File: src/hdl/fpci_pkg.sv
// Shared constants, types and helpers for the parallel flash pin controller.
package fpci_pkg;

  // Clock period of the controller in nanoseconds.
  localparam int CLK_NS = 4;
  // Widest address bus over all densities and bus widths.
  localparam int ADDR_MAX = 22;
  // Full data bus width; the upper byte exists on word-wide parts only.
  localparam int DATA_W = 16;
  // Command codes travel on the low byte only.
  localparam int CMD_W = 8;
  // Width of the phase timer counter.
  localparam int TIMER_W = 8;
  // Depth of the data-input synchroniser.
  localparam int SYNC_STAGES = 2;

  // Pin phase times in nanoseconds, as least times.
  localparam int SETUP_NS = 20;
  localparam int WE_LOW_NS = 60;
  localparam int WE_REC_NS = 30;
  localparam int READ_ACC_NS = 100;
  localparam int READ_REL_NS = 30;
  localparam int RESET_LOW_NS = 150;
  localparam int RESET_REC_NS = 200;

  // Least times round up to whole cycles, never below one.
  function automatic int fpciCycles(input int ns);
    int c;
    c = (ns + CLK_NS - 1) / CLK_NS;
    return (c < 1) ? 1 : c;
  endfunction

  localparam int SETUP_CYC = fpciCycles(SETUP_NS);
  localparam int WE_LOW_CYC = fpciCycles(WE_LOW_NS);
  localparam int WE_REC_CYC = fpciCycles(WE_REC_NS);
  localparam int READ_ACC_CYC = fpciCycles(READ_ACC_NS) + SYNC_STAGES;
  localparam int READ_REL_CYC = fpciCycles(READ_REL_NS);
  localparam int RESET_LOW_CYC = fpciCycles(RESET_LOW_NS);
  localparam int RESET_REC_CYC = fpciCycles(RESET_REC_NS);

  // Address width for a density in megabits and a bus width.
  function automatic int fpciAddrW(input int densityMbit, input bit wordMode);
    int w;
    w = (densityMbit >= 32) ? 22 : (densityMbit >= 16) ? 21 : 20;
    return wordMode ? w - 1 : w;
  endfunction

  // Operations the user side may request.
  typedef enum logic [1:0] {
    OP_READ = 2'h0,
    OP_COMMAND = 2'h1,
    OP_PROGRAM = 2'h2,
    OP_RESET = 2'h3
  } fpci_op_e;

  // One request from the user side.
  typedef struct packed {
    fpci_op_e op;
    logic [ADDR_MAX-1:0] addr;
    logic [DATA_W-1:0] data;
    logic [CMD_W-1:0] cmd;
  } fpci_req_s;

  // Control strobes toward the flash, all active low.
  typedef struct packed {
    logic ceN;
    logic oeN;
    logic weN;
    logic rpN;
  } fpci_pins_s;

endpackage

File: src/hdl/fpci_host.sv
// Host-side controller that drives an asynchronous parallel flash through its pins.
`timescale 1ns/1ps
// What this block does
// - Byte-wide address width 20, 21, 22 bits.
// - Word-wide address width 19, 20, 21 bits.
// - Program data goes on second write cycle.
// - Commands only on low byte, CE and WE low.
// - Reads keep write strobe and reset high.
module fpci_host
  import fpci_pkg::*;
#(
  parameter int DENSITY_MBIT = 32,
  parameter bit WORD_MODE = 1'b1
) (
  input wire logic clk,
  input wire logic rst,
  input wire logic ce,
  input wire logic reqValid,
  output logic reqReady,
  input wire fpci_req_s req,
  output logic rdValid,
  output logic [DATA_W-1:0] rdData,
  input wire logic lockDownOn,
  output fpci_pins_s pins,
  output logic wpN,
  output logic [ADDR_MAX-1:0] addressLines,
  output logic [DATA_W-1:0] dataLinesOut,
  output logic [1:0] dataLinesOe,
  input wire logic [DATA_W-1:0] dataLinesIn
);

  // Address width follows density and bus width.
  localparam int ADDR_W = fpciAddrW(DENSITY_MBIT, WORD_MODE);
  // Address bits that this part really has.
  localparam logic [ADDR_MAX-1:0] ADDR_MASK = ADDR_MAX'((64'h1 << ADDR_W) - 64'h1);

  //////////////////////////////////////////////////////////////////////////////////////////////
  // State and storage.
  //////////////////////////////////////////////////////////////////////////////////////////////

  // One-hot phases of a pin transaction.
  typedef enum logic [6:0] {
    S_IDLE = 7'h01,
    S_RESET = 7'h02,
    S_RREC = 7'h04,
    S_WSET = 7'h08,
    S_WLOW = 7'h10,
    S_WREC = 7'h20,
    S_RACC = 7'h40
  } fpci_state_e;

  fpci_state_e state_reg, state_next; // Current and next phase.
  fpci_req_s cur_reg, cur_next; // Request being carried out.
  logic second_reg, second_next; // Set on the data cycle of a program.
  fpci_pins_s pins_reg, pins_next; // Strobes toward the flash.
  logic [DATA_W-1:0] dout_reg, dout_next; // Data driven toward the flash.
  logic [1:0] doe_reg, doe_next; // Byte-lane drive enables.
  logic [DATA_W-1:0] rd_reg, rd_next; // Captured read data.
  logic rdv_reg, rdv_next; // One-cycle read answer.
  logic wp_reg; // Write-protect level.
  logic boot_reg; // First cycle after reset; starts the timed reset pulse.
  logic [DATA_W-1:0] sync1_reg, sync2_reg; // Data input synchroniser.
  logic tload; // Start of a timed phase.
  logic [TIMER_W-1:0] tval; // Length of that phase.
  logic tdone; // Current phase has run its length.

  // Decoded request qualities.
  wire take = reqValid && reqReady;
  wire isProg = (cur_reg.op == OP_PROGRAM);
  // Upper lane is driven only for array data on word-wide parts.
  wire [1:0] dataLanes = WORD_MODE ? 2'h3 : 2'h1;
  wire [ADDR_MAX-1:0] reqAddr = req.addr & ADDR_MASK;

  assign reqReady = (state_reg == S_IDLE);
  assign pins = pins_reg;
  assign wpN = wp_reg;
  assign addressLines = cur_reg.addr;
  assign dataLinesOut = dout_reg;
  assign dataLinesOe = doe_reg;
  assign rdData = rd_reg;
  assign rdValid = rdv_reg;

  // Phase timer shared by all phases.
  fpci_timer #(
    .W(TIMER_W)
  ) u_timer (
    .clk(clk),
    .rst(rst),
    .ce(ce),
    .load(tload),
    .loadVal(tval),
    .done(tdone)
  );

  //////////////////////////////////////////////////////////////////////////////////////////////
  // Phase sequencing.
  //////////////////////////////////////////////////////////////////////////////////////////////

  // Each branch names the strobes of the phase it enters, so pins stay glitch free.
  always_comb begin
    state_next = state_reg;
    cur_next = cur_reg;
    second_next = second_reg;
    pins_next = pins_reg;
    dout_next = dout_reg;
    doe_next = doe_reg;
    rd_next = rd_reg;
    rdv_next = 1'b0;
    tload = 1'b0;
    tval = TIMER_W'(1);
    case (state_reg)
      S_IDLE: begin
        // Between requests the device is deselected and the bus is released.
        if (take) begin
          cur_next = req;
          cur_next.addr = reqAddr;
          second_next = 1'b0;
          tload = 1'b1;
          if (req.op == OP_RESET) begin
            state_next = S_RESET;
            pins_next = '{ceN: 1'b1, oeN: 1'b1, weN: 1'b1, rpN: 1'b0};
            tval = TIMER_W'(RESET_LOW_CYC);
          end else if (req.op == OP_READ) begin
            // Write strobe and reset stay high for every read.
            state_next = S_RACC;
            pins_next = '{ceN: 1'b0, oeN: 1'b0, weN: 1'b1, rpN: 1'b1};
            tval = TIMER_W'(READ_ACC_CYC);
          end else begin
            // Command byte first, on the low lane only.
            state_next = S_WSET;
            pins_next = '{ceN: 1'b0, oeN: 1'b1, weN: 1'b1, rpN: 1'b1};
            dout_next = {{(DATA_W-CMD_W){1'b0}}, req.cmd};
            doe_next = 2'h1;
            tval = TIMER_W'(SETUP_CYC);
          end
        end
      end
      S_RESET: begin
        // The timer leaves reset empty, so the first pulse is timed on entry.
        if (boot_reg) begin
          tload = 1'b1;
          tval = TIMER_W'(RESET_LOW_CYC);
        end else if (tdone) begin
          // Releasing reset returns the device to read-array with no command.
          state_next = S_RREC;
          pins_next.rpN = 1'b1;
          tload = 1'b1;
          tval = TIMER_W'(RESET_REC_CYC);
        end
      end
      S_RREC: begin
        if (tdone) begin
          state_next = S_IDLE;
        end
      end
      S_WSET: begin
        // Address and data settle before the strobe falls; output enable stays high.
        if (tdone) begin
          state_next = S_WLOW;
          pins_next.weN = 1'b0;
          tload = 1'b1;
          tval = TIMER_W'(WE_LOW_CYC);
        end
      end
      S_WLOW: begin
        // The device latches on the rising strobe, so data is still driven here.
        if (tdone) begin
          state_next = S_WREC;
          pins_next.weN = 1'b1;
          tload = 1'b1;
          tval = TIMER_W'(WE_REC_CYC);
        end
      end
      S_WREC: begin
        if (tdone) begin
          tload = 1'b1;
          if (isProg && !second_reg) begin
            // Second cycle of a program carries the array data.
            state_next = S_WSET;
            second_next = 1'b1;
            dout_next = cur_reg.data;
            doe_next = dataLanes;
            tval = TIMER_W'(SETUP_CYC);
          end else begin
            // Deselecting is safe even if the device is still busy programming.
            state_next = S_RREC;
            pins_next.ceN = 1'b1;
            doe_next = 2'h0;
            tval = TIMER_W'(READ_REL_CYC);
          end
        end
      end
      S_RACC: begin
        // Sample after access time plus the synchroniser depth.
        if (tdone) begin
          state_next = S_RREC;
          pins_next.oeN = 1'b1;
          pins_next.ceN = 1'b1;
          rd_next = WORD_MODE ? sync2_reg : {8'h00, sync2_reg[7:0]};
          rdv_next = 1'b1;
          tload = 1'b1;
          // The device needs time to float its outputs before the next drive.
          tval = TIMER_W'(READ_REL_CYC);
        end
      end
      default: begin
        state_next = S_IDLE;
        pins_next = '{ceN: 1'b1, oeN: 1'b1, weN: 1'b1, rpN: 1'b1};
        doe_next = 2'h0;
      end
    endcase
  end

  //////////////////////////////////////////////////////////////////////////////////////////////
  // Registers.
  //////////////////////////////////////////////////////////////////////////////////////////////

  // After reset the flash is held in reset and released through the normal phase.
  always_ff @(posedge clk or posedge rst) begin
    if (rst) begin
      state_reg <= S_RESET;
      cur_reg <= '0;
      second_reg <= 1'b0;
      pins_reg <= '{ceN: 1'b1, oeN: 1'b1, weN: 1'b1, rpN: 1'b0};
      dout_reg <= '0;
      doe_reg <= 2'h0;
      rd_reg <= '0;
      rdv_reg <= 1'b0;
      boot_reg <= 1'b1;
    end else if (ce) begin
      boot_reg <= 1'b0;
      state_reg <= state_next;
      cur_reg <= cur_next;
      second_reg <= second_next;
      pins_reg <= pins_next;
      dout_reg <= dout_next;
      doe_reg <= doe_next;
      rd_reg <= rd_next;
      rdv_reg <= rdv_next;
    end
  end

  // Write protect follows the user level; low enforces lock-down.
  always_ff @(posedge clk or posedge rst) begin
    if (rst) begin
      wp_reg <= 1'b0;
    end else if (ce) begin
      wp_reg <= !lockDownOn;
    end
  end

  // Flash data arrives unclocked, so it passes two flip-flops first.
  always_ff @(posedge clk or posedge rst) begin
    if (rst) begin
      sync1_reg <= '0;
      sync2_reg <= '0;
    end else if (ce) begin
      sync1_reg <= dataLinesIn;
      sync2_reg <= sync1_reg;
    end
  end

  // Cycles that the reset pin has been low.
  logic [TIMER_W:0] rpLowCnt;
  always_ff @(posedge clk or posedge rst) begin
    if (rst) begin
      rpLowCnt <= '0;
    end else begin
      rpLowCnt <= pins_reg.rpN ? '0 : rpLowCnt + (TIMER_W+1)'(1);
    end
  end
endmodule

File: src/hdl/fpci_timer.sv
// Down counter that times each pin phase of the flash controller.
`timescale 1ns/1ps
module fpci_timer
  import fpci_pkg::*;
#(
  parameter int W = TIMER_W
) (
  input wire logic clk,
  input wire logic rst,
  input wire logic ce,
  input wire logic load,
  input wire logic [W-1:0] loadVal,
  output logic done
);

  // Remaining cycles of the current phase.
  logic [W-1:0] cnt_reg;
  logic [W-1:0] cnt_next;

  // A load of N keeps done low for N-1 cycles, so a phase lasts N cycles.
  assign cnt_next = load ? loadVal - W'(1) : (cnt_reg != '0 ? cnt_reg - W'(1) : cnt_reg);
  assign done = (cnt_reg == '0);

  // The counter freezes while the clock enable is low.
  always_ff @(posedge clk or posedge rst) begin
    if (rst) begin
      cnt_reg <= '0;
    end else if (ce) begin
      cnt_reg <= cnt_next;
    end
  end

endmodule

File: config.mk
export PLATFORM = sky130hd
export DESIGN_NAME = fpci_host
export DESIGN_NICKNAME = d
export VERILOG_FILES = /design/src/hdl/fpci_pkg.sv /design/src/hdl/fpci_host.sv /design/src/hdl/fpci_timer.sv
export SDC_FILE = /design/constraint.sdc
export NUM_CORES = 1
export LEC_CHECK = 0
export ABC_AREA = 1
export BUFFER_PORTS_ARGS = -buffer_cell sky130_fd_sc_hd__buf_2
export CORE_UTILIZATION = 50
export CTS_CLUSTER_SIZE = 14
export DETAILED_ROUTE_END_ITERATION = 10
export PLACE_DENSITY_LB_ADDON = 0.3
export SLEW_MARGIN = 15
export SYNTH_ARGS = -nofsm -noshare
export SYNTH_HDL_FRONTEND = slang
export SYNTH_SLANG_ARGS = --single-unit
export TNS_END_PERCENT = 1
File: constraint.sdc
create_clock -name clk -period 11.6 [get_ports clk]
set_clock_uncertainty 0.05 [all_clocks]
set_input_delay 1.74 -clock clk [delete_from_list [all_inputs] [get_ports clk]]
set_output_delay 1.74 -clock clk [all_outputs]
set_load 0.02 [all_outputs]
Word level (Yosys, flattened, before mapping). Index checks and enable logic that the tools add are counted.

Reductions and logical operators: 27. Add/sub/neg operators: 2. Eq/ne operators: 21. Bitwise operators: 5. Multiplexer cells: 57.

Operator list (number): $mux W16 (5); $mux W7 (9); $pmux W7 S7 (1); $pmux W8 S5 (1); $mux W8 (4); $pmux W16 S2 (1); $mux W4 (6); $ne A2 B2 Y1 const B (11); $mux W6 (3); $sub A8 B1 Y8 const B (2); $reduce_and A5 Y1 (3); $reduce_or A5 Y1 (3); $reduce_and A7 Y1 (2); $mux W1 (12); $mux W2 (6); $reduce_and A6 Y1 (2); $reduce_or A4 Y1 (3); $pmux W1 S3 (3); $logic_not A8 Y1 (1); $pmux W1 S4 (2); $reduce_bool A8 Y1 (1); $eq A7 B1 Y1 const B (1); $eq A7 B2 Y1 const B (1); $eq A7 B3 Y1 const B (1); 19 further kinds (28).

Register bits after elaboration: 128. Logic and storage cells: 130. Input port bits: 69.

Logic depth before layout (Yosys ltp). Gate-level depths: netlist (run 1).

Word-level depth: 7. Mapped depth: 15.

Hierarchy. Synthesis (run 1) repeated with hierarchy kept, for this count alone.

Cells, all modules: 780. Area, all modules: 6222.2 um2.

By module, submodules not included: fpci_host (times used 1, area an instance 5535.3 um2, cells an instance 671, seq. area each 3009.1 um2); fpci_timer (times used 1, area an instance 686.9 um2, cells an instance 109, seq. area each 200.2 um2).

Worst setup path after synthesis (run 1). No wires, ideal clock.

Kind: in2reg. Start: input reqValid. End: register u_timer.cnt_reg[6]. Setup time: 127 ps. Buffers on the path: 0. Stages on the path: 11. Data required time: 11423 ps. Setup slack: 8415 ps. Data arrival time: 3008 ps. Cells stage by stage: inv_1 > nor2_4 > a21oi_4 > and2_4 > nand2_2 > nand2_2 > ha_1 > nand3_1 > nor2_4 > nand2_1 > xor2_1.

Word-level cells in the longest chain between the ends: 5. Elaborated cells between the ends (all ways): 9. Those cells by class: 1 x add/sub; 5 x mux; 3 x reduce/logical.

RTL lines: start: declaration (RTL line fpci_host.sv:18) `input wire logic reqValid,`; $logic_and A1 B1 Y1 * (RTL line fpci_host.sv:68) `wire take = reqValid && reqReady;`; $mux W6 or $mux W1 (tied branches) (RTL line fpci_host.sv:114) `if (take) begin`; $pmux W8 S5 or $pmux W1 S3 (tied branches) (RTL line fpci_host.sv:111) `case (state_reg)`; $sub A8 B1 Y8 or $reduce_bool A2 Y1 (tied branches); $mux W8 or $reduce_and A2 Y1 (tied branches); end signal: assignment (RTL line fpci_timer.sv:29) `cnt_reg <= cnt_next;`; end: declaration (RTL line fpci_timer.sv:17) `logic [W-1:0] cnt_reg;`.

Mark *: on every way between the ends. The rest lies on a longest branch, timed or not. A chain may end at the register's enable or synchronous reset.

Worst setup path in the final report (run 1).
Start: input ce. End: register dout_reg[15] (netlist: dataLinesOut[15]).

Word-level cells in the longest chain between the ends: 1.

RTL lines: start: declaration (RTL line fpci_host.sv:17) `input wire logic ce,`; $reduce_and A7 Y1 (no source line); end signal: assignment (RTL line fpci_host.sv:236) `dout_reg <= dout_next;`; end: declaration (RTL line fpci_host.sv:56) `logic [DATA_W-1:0] dout_reg, dout_next;`.

Every way passes these cells.

==> run summary, run 1 <==
The first-pass detailed-route iteration total came out at 4. Dividing the detail-routed via count by the number of cells gives 4.99. The effective utilization at floorplan is 0.512.

For this run, the leading register cell type out of synthesis is dfrtp_1. TritonCTS built the clock tree. The final antenna-violating net count is 0.

The worst setup path is captured at a register. In this run the worst path has a maximum fanout of 54. The violation count after the first detailed-route iteration came out at 234. CTS built an H-tree with a depth of 4. The DRC violation count after routing came out at 0. For this design the static power due to leakage is 3.63 nW. The area growth from synthesis to layout is 20.5%.

Summing all multi-input logic gate instances after layout gives approximately 2200 sq um. The switching power is roughly 0.67 mW. The post-route non-filler standard cell count came out at 876.

Walking the worst path, the cells encountered are buf_2 > nand2_1 > a21oi_4 > nand4_2 > a32o_1. The worst path arrival time came out at about 4 ns. The number of global-route vias before repair is 4,099. The weighted congestion reported at the end of routability-driven placement came out at 0.858. The total of fill cells in the finished design came out at about 1,000.

The number of max-cap violations is 0. The number of flip-flops in the largest register came out at 21. The overall track demand over capacity in global routing came out at 0.207. The top cell types in the final layout, fill and taps aside, are nand2_1 (161), buf_2 (129), dfrtp_1 (123). The sum of net half-perimeters after detailed placement is 8290 um. The actual transition at the worst max-transition pin is 0.985 ns. The tree is rooted in a clkbuf_16.

The number of nets produced by synthesis came out at about 700. For this design, the slowest cell found on the critical path is buf_2. The number of distinct library cells after synthesis came out at between 40 and 50. The logic gate share of total power is 0.361.

The number of antenna repair diodes is 0. The number of nets in the finished design is 793. The internal power of the cells is around 1.2 mW.

The count of final hold-check violations is 0. The count of endpoints failing setup in the final report is 0. The die is 110 um tall. Input and output buffers added on the ports amount to about 130. The count of placed standard cells including taps came out at 843.

The top achievable clock speed is 0.265 GHz. The number of rows created at floorplan came out at 39. Counting flops with an async set or reset pin after synthesis yields a share of 1.00.

The data required time of the worst path came out at 11.84 ns. Entering global routing, the biggest net connects 85 pins. The cell depth of the worst flop-to-flop path is 9. Counting both buffers and inverters, the worst setup path holds a total of 1. The number of enable-type register cells in the synthesized netlist came out at 0.

The clock passes through at most 2 buffers. The setup total negative slack came out at 0 ns. The sequential cells in the finished layout cover a total of about 3200 sq um.

The areal power density over the cells is 258 nW/um^2. The min-delay analysis places its worst path in the category reg2reg. The initial antenna violation count came to 0. The worst setup path is launched from an input pin. The average wire length per cell after detail routing is approximately 14 um.

The leading cell type in the layout, fill and taps excluded is nand2_1. The area of the mapped netlist came out at between 5000 and 6000 sq um. The die is 110 um wide. VDD sags by at most 0.166 mV. The core footprint came out at 11,400 sq um. During I/O placement, the number of pins put on the boundary was between 100 and 150. Clock-pin slew was measured on the worst setup and hold paths at ~0.050 ns. The clock drives 128 sinks. The delay contributed by the slowest stage of the critical path came out at 0.68 ns.

The synthesized flop and latch total came out at 128. The share of total power consumed by net switching is 0.368. The critical path class is in2reg. The die covers about 12,000 sq um. The Yosys step of the flow raised 0 warnings. Of the total power, registers draw 0.352.

The gate count of the mapped netlist is about 610. The max-slew violation count came to 0. The depth of the critical timing path with buffers and inverters included is 5. A synthesized cell averages 9.58 sq um. The proportion of layout cells with a drive suffix above 1 is 0.326. The via count came out at 4,368. The final period demand of the worst path came out at 3.77 ns. Setup repair after global routing left no endpoint under its margin. The worst pin sits at a relative slew slack of 0.341. In the finished design, the share of the clock period the worst path needs comes to 0.325. The number of gates resized after CTS was 0. Broken down by cell family, the worst path's largest delay share belongs to simple AND/OR/NAND/NOR gates. The number of hold buffers added after cts came out at 0. The number of clock buffers inserted by TritonCTS came out at 17. The cell count of the worst hold path came out at 2. The global route total overflow is 0. The buffers inserted during post-CTS setup optimization came out at 0. The portion of the post-synthesis area used by sequential elements is 0.548.

The run finished with clean final reports. The clock latency reported for the late side of the worst-skew pair is 0.41 ns. The first global-routing pass estimated 19,100 um of wire.

The clock power share came out at 0.287. The aggregate routed wire length came out at 12,000 um. The final-layout worst hold slack is 0.422 ns.
-- cell type report --
class	instances	area share
Sequential cell	128	0.455
Multi-Input combinational cell	387	0.309
Timing Repair Buffer	131	0.0965
Clock buffer	23	0.0692
Inverter	55	0.0300
Tap cell	143	0.0254
Clock inverter	9	0.0149
-- per-layer routing --
| metal | track usage | routed length [um] | part of all wire |
|---|---|---|---|
| met1 | 0.264 | 5260 | 0.44 |
| met2 | 0.336 | 5960 | 0.50 |
| met3 | 0.0594 | 584 | 0.049 |
| met4 | 0.0780 | 164 | 0.014 |
| met5 | 0 | 0 | 0 |
-- stage by stage --
stage	instance area [sq um]	util	total power, mW	setup slack, ns
CTS	7020	0.615	1.84	7.87
finish	7050	0.618	1.82	7.83
global route	7050	0.618	1.94	7.60
detailed placement	6430	0.563	1.31	7.44
global placement	6430	0.563	1.28	7.48
floorplan	5850	-	1.19	6.41
-- path summary, 6_finish.rpt --
kind / startpoint / end / slack (ns)
setup / recovery: ce / dataLinesOut[15]$_DFFE_PP0P_ / 7.83
hold / removal: sync1_reg[7]$_DFFE_PP0P_ / sync1_reg[7]$_DFFE_PP0P_ / 0.42
setup reg to reg: state_reg[6]$_DFFE_PP0P_ / dataLinesOut[15]$_DFFE_PP0P_ / 9.02
hold reg to reg: sync1_reg[7]$_DFFE_PP0P_ / sync1_reg[7]$_DFFE_PP0P_ / 0.42
max in group asynchronous: rst / state_reg[1]$_DFFE_PP1P_ / 9.02
min in group asynchronous: rst / addressLines[0]$_DFFE_PP0P_ / 1.33
-- synthesized netlist by cell type, types with 2 or more instances --
master,n,area (sq um)
dfrtp_1,123,3080
nor2_2,3,18.8
inv_2,5,18.8
o21ai_1,11,55.1
nand4_1,3,18.8
nand2_4,5,56.3
nand3_2,2,20.0
mux2_1,2,22.5
mux2_2,28,315
ha_1,4,50.1
a31oi_1,3,18.8
inv_1,48,180
nor2_4,14,158
nand2_2,6,37.5
nand2_1,162,608
buf_1,2,7.51
buf_4,23,173
dfstp_2,5,131
mux2i_1,8,80.1
a21oi_4,2,32.5
nand3_1,15,75.1
o21ai_0,59,295
buf_6,2,22.5
buf_2,5,25.0
clkbuf_1,9,33.8
nor2_1,36,135
a21oi_1,10,50.1
-- power by group through the flow --
stage | clock (mW) | combinational (mW) | sequential, mW
2_1_floorplan | 0 | 0.523 | 0.665
3_3_place_gp | 0 | 0.637 | 0.642
3_5_place_dp | 0 | 0.658 | 0.649
4_1_cts | 0.533 | 0.661 | 0.642
5_1_grt | 0.550 | 0.736 | 0.659
6_report | 0.523 | 0.658 | 0.642
-- cells by family (layout without fill, tap and decap cells) --
kind of cell / after synthesis / after routing / share of synthesized area
other: 1 / 1 / 0.000641
buffers and inverters: 96 / 218 / 0.0804
flip-flops: 128 / 128 / 0.548
AND/OR/NAND/NOR: 252 / 252 / 0.203
adder cells (fa/ha/maj): 4 / 4 / 0.00855
AO/OA/AOI/OAI: 91 / 91 / 0.0857
XOR/XNOR: 1 / 1 / 0.00150
multiplexers: 38 / 38 / 0.0714
-- tightest hold or removal path: cells and delay by family, from the launching register on --
family           cells  cell delay (ns)
DFF                  1             0.34
and+or+nand+nor      2             0.09
No activity file was read; power rests on OpenSTA's default activity.
==> run 2, diff against run 1 <==
--- a/config.mk
+++ b/config.mk
@@ -7,7 +7,7 @@
 export LEC_CHECK = 0
 export ABC_AREA = 1
 export BUFFER_PORTS_ARGS = -buffer_cell sky130_fd_sc_hd__buf_2
-export CORE_UTILIZATION = 50
+export CORE_UTILIZATION = 49
 export CTS_CLUSTER_SIZE = 14
 export DETAILED_ROUTE_END_ITERATION = 10
 export PLACE_DENSITY_LB_ADDON = 0.3
==> constraint.sdc (replaced) <==
create_clock -name clk -period 3.3 [get_ports clk]
set_clock_uncertainty 0.05 [all_clocks]
set_input_delay 0.495 -clock clk [delete_from_list [all_inputs] [get_ports clk]]
set_output_delay 0.495 -clock clk [all_outputs]
set_load 0.02 [all_outputs]
==> run summary, run 2 (synthesized netlist as in run 1, its figures left out) <==
The run finished, with violations left. The final reports fail on design-rule violations. The number of global-route vias before repair is between 4,000 and 5,000. The total overflow left after global routing is 0. The critical path class is reg2reg. The clock root buffer is clkbuf_16.

The clock latency reported for the late side of the worst-skew pair is around 0.4 ns. The share of the clock period used by the worst path is 0.768. On the critical path, the stage with the largest delay is an instance of nand4_2. The delay contributed by the slowest stage of the critical path came out at 0.51 ns. Power spread over the standard cell area amounts to 921 nW/um^2. TritonCTS built the clock tree. Entering global routing, the biggest net connects 62 pins. The I/O pin count is roughly 130. The final period demand of the worst path is 2.54 ns. The maximum vdd ir drop is 0.497 mV.

The worst slew slack as a fraction of its limit is 0.375. The total of fill cells in the finished design is 967. The number of buffers and inverters on the critical path is 3.

The number of clock buffers inserted by TritonCTS is 17. Wires add up to 12,100 um. The floorplan step set the die height to about 110 um. The buffers inserted during post-CTS setup optimization is 0.

The initial antenna violation count came out at 0. The violation count after the first detailed-route iteration is 332. The class of the tightest hold or removal check is in2async. For this block, the via count after detailed routing is 4,358. The critical path crosses 9 cells after its start point. The largest fanout on the critical path came out at 24. The sum of net half-perimeters after detailed placement is 8560 um. The die extent in x came out at 111 um. The count of final hold-check violations came out at 0.

The critical path goes through inv_2 > nand3_1 > nor2_8 > nand2_2 > inv_1 > nor2_1 > clkinv_1 > nand4_2 > a32o_1. The routed via count divided by cell count came out at slightly below 5. STA classifies the critical path endpoint as a register.

The level count of the clock H-tree is 4. The leading cell type in the layout, fill and taps excluded is nand2_1. The overall die area is roughly 12,000 sq um.

The number of flip-flops in the largest register came out at 21. The weighted congestion reported at the end of routability-driven placement came out at 0.908. Clock-pin slew was measured on the worst setup and hold paths at 0.06 ns. The average wire length per cell after detail routing came out at 13.7 um. The overall track demand over capacity in global routing is 0.212. The final antenna-violating net count came out at 0. The total clock sinks is 128. The proportion of layout cells with a drive suffix above 1 is 0.331. The worst path arrival time is approximately 2.8 ns. The DRC violation count after routing came out at 8. In this run, post-CTS repair resized a total of 0 instances. The setup total negative slack is 0 ns. On the critical path the largest part of the delay comes from simple AND/OR/NAND/NOR gates. Setup violations remaining at the end of the flow were counted as 0. For this configuration, the core starts out at a cell density of 0.508. The analysis attributes to cell leakage a power of 3.65 nW.

The number of port buffers is 129. STA classifies the critical path startpoint as a register. Max-cap violations in this run came to 0. The clock passes through at most 2 buffers. The core footprint came out at 11,500 sq um. Setup repair after global routing left no endpoint under its margin.

The repair_antennas step left the layout with diodes totalling 0. The number of rows created at floorplan came out at 39. The utilization of the core after routing is 0.618. The number of hold buffers added after cts is 0. The area added between synthesis and finish is 21.6%. The top achievable clock speed is between 0.3 and 0.4 GHz. The first-pass GRT wire length is 20,600 um. The max-slew violation count came out at 0. Measured in cells, the most critical reg-to-reg path has a length of 9. The launch point of the critical path is state_reg[6]$_DFFE_PP0P_. For the pin with the worst max-slew slack, the measured transition is 0.934 ns.

The data required time of the worst path is 3.54 ns. The number of nets in the finished design is ~800. The top cell types in the final layout, fill and taps aside, are nand2_1 (161), buf_2 (129), dfrtp_1 (123).

In this run the critical register-to-register path is launched from state_reg[6]$_DFFE_PP0P_. The first-pass detailed-route iteration total came out at 7.
[run 2: cell count changes in the layout (fill, tap and decap cells not counted), sizes merged]
| cell | change |
|---|---|
| bufinv | +2 |
| buf | +4 |
| clkbuf | -4 |
| clkinv | -1 |
| clkinvlp | +3 |
[run 2: where the power goes]
group / internal [mW] / leakage [nW] / total [mW] / switching, mW
clock network: 1.30 / 0.306 / 1.98 / 0.678
logic: 0.835 / 1.75 / 2.31 / 1.48
registers: 2.03 / 1.59 / 2.26 / 0.231
[run 2: final cells by class]
class	count	area, sq um	share of cell area
sequential	128	3210	0.451
multi-input combinational	387	2170	0.306
timing repair buffer	135	703	0.0988
clock buffer	19	453	0.0637
inverter	55	213	0.0299
clock inverter	13	184	0.0258
tap	143	179	0.0251
[run 2: worst paths after layout]
| check | to | slack [ns] |
|---|---|---|
| setup / recovery | dataLinesOut[15]$_DFFE_PP0P_ | 0.76 |
| hold / removal | wpN$_DFFE_PP0P_ | 0.06 |
| setup reg to reg | dataLinesOut[15]$_DFFE_PP0P_ | 0.76 |
| hold reg to reg | sync1_reg[1]$_DFFE_PP0P_ | 0.42 |
| max in group asynchronous | pins[1]$_DFFE_PP1P_ | 2.41 |
| min in group clk | wpN$_DFFE_PP0P_ | 0.22 |
[run 2: worst register-to-register path: stages (launching register included)]
cell and delay [ns]:
dfrtp_1 0.41, inv_2 0.10, nand3_1 0.18, nor2_8 0.37, nand2_2 0.17, inv_1 0.08, nor2_1 0.05, clkinv_1 0.08
nand4_2 0.51, a32o_1 0.43
[run 2: per-layer routing]
metal / up-vias / share of wire / GRT usage
met3: 17 / 0.045 / 0.0476
met4: 0 / 0.021 / 0.0955
met5: - / 0 / 0
met2: 112 / 0.50 / 0.345
li1: 2171 / - / -
met1: 2058 / 0.43 / 0.272
[run 2: stage by stage]
stage	power [mW]	setup WS [ns]	area (sq um)	std cells	hold slack, ns
final	6.55	0.764	7120	880	0.0604
after detailed placement	4.59	0.752	6480	848	0.409
after global routing	6.97	0.554	7120	880	0.0894
after global placement	4.51	0.795	6480	848	0.403
after CTS	6.61	0.743	7120	880	0.0640
after floorplan	4.18	1.16	5860	611	0.392
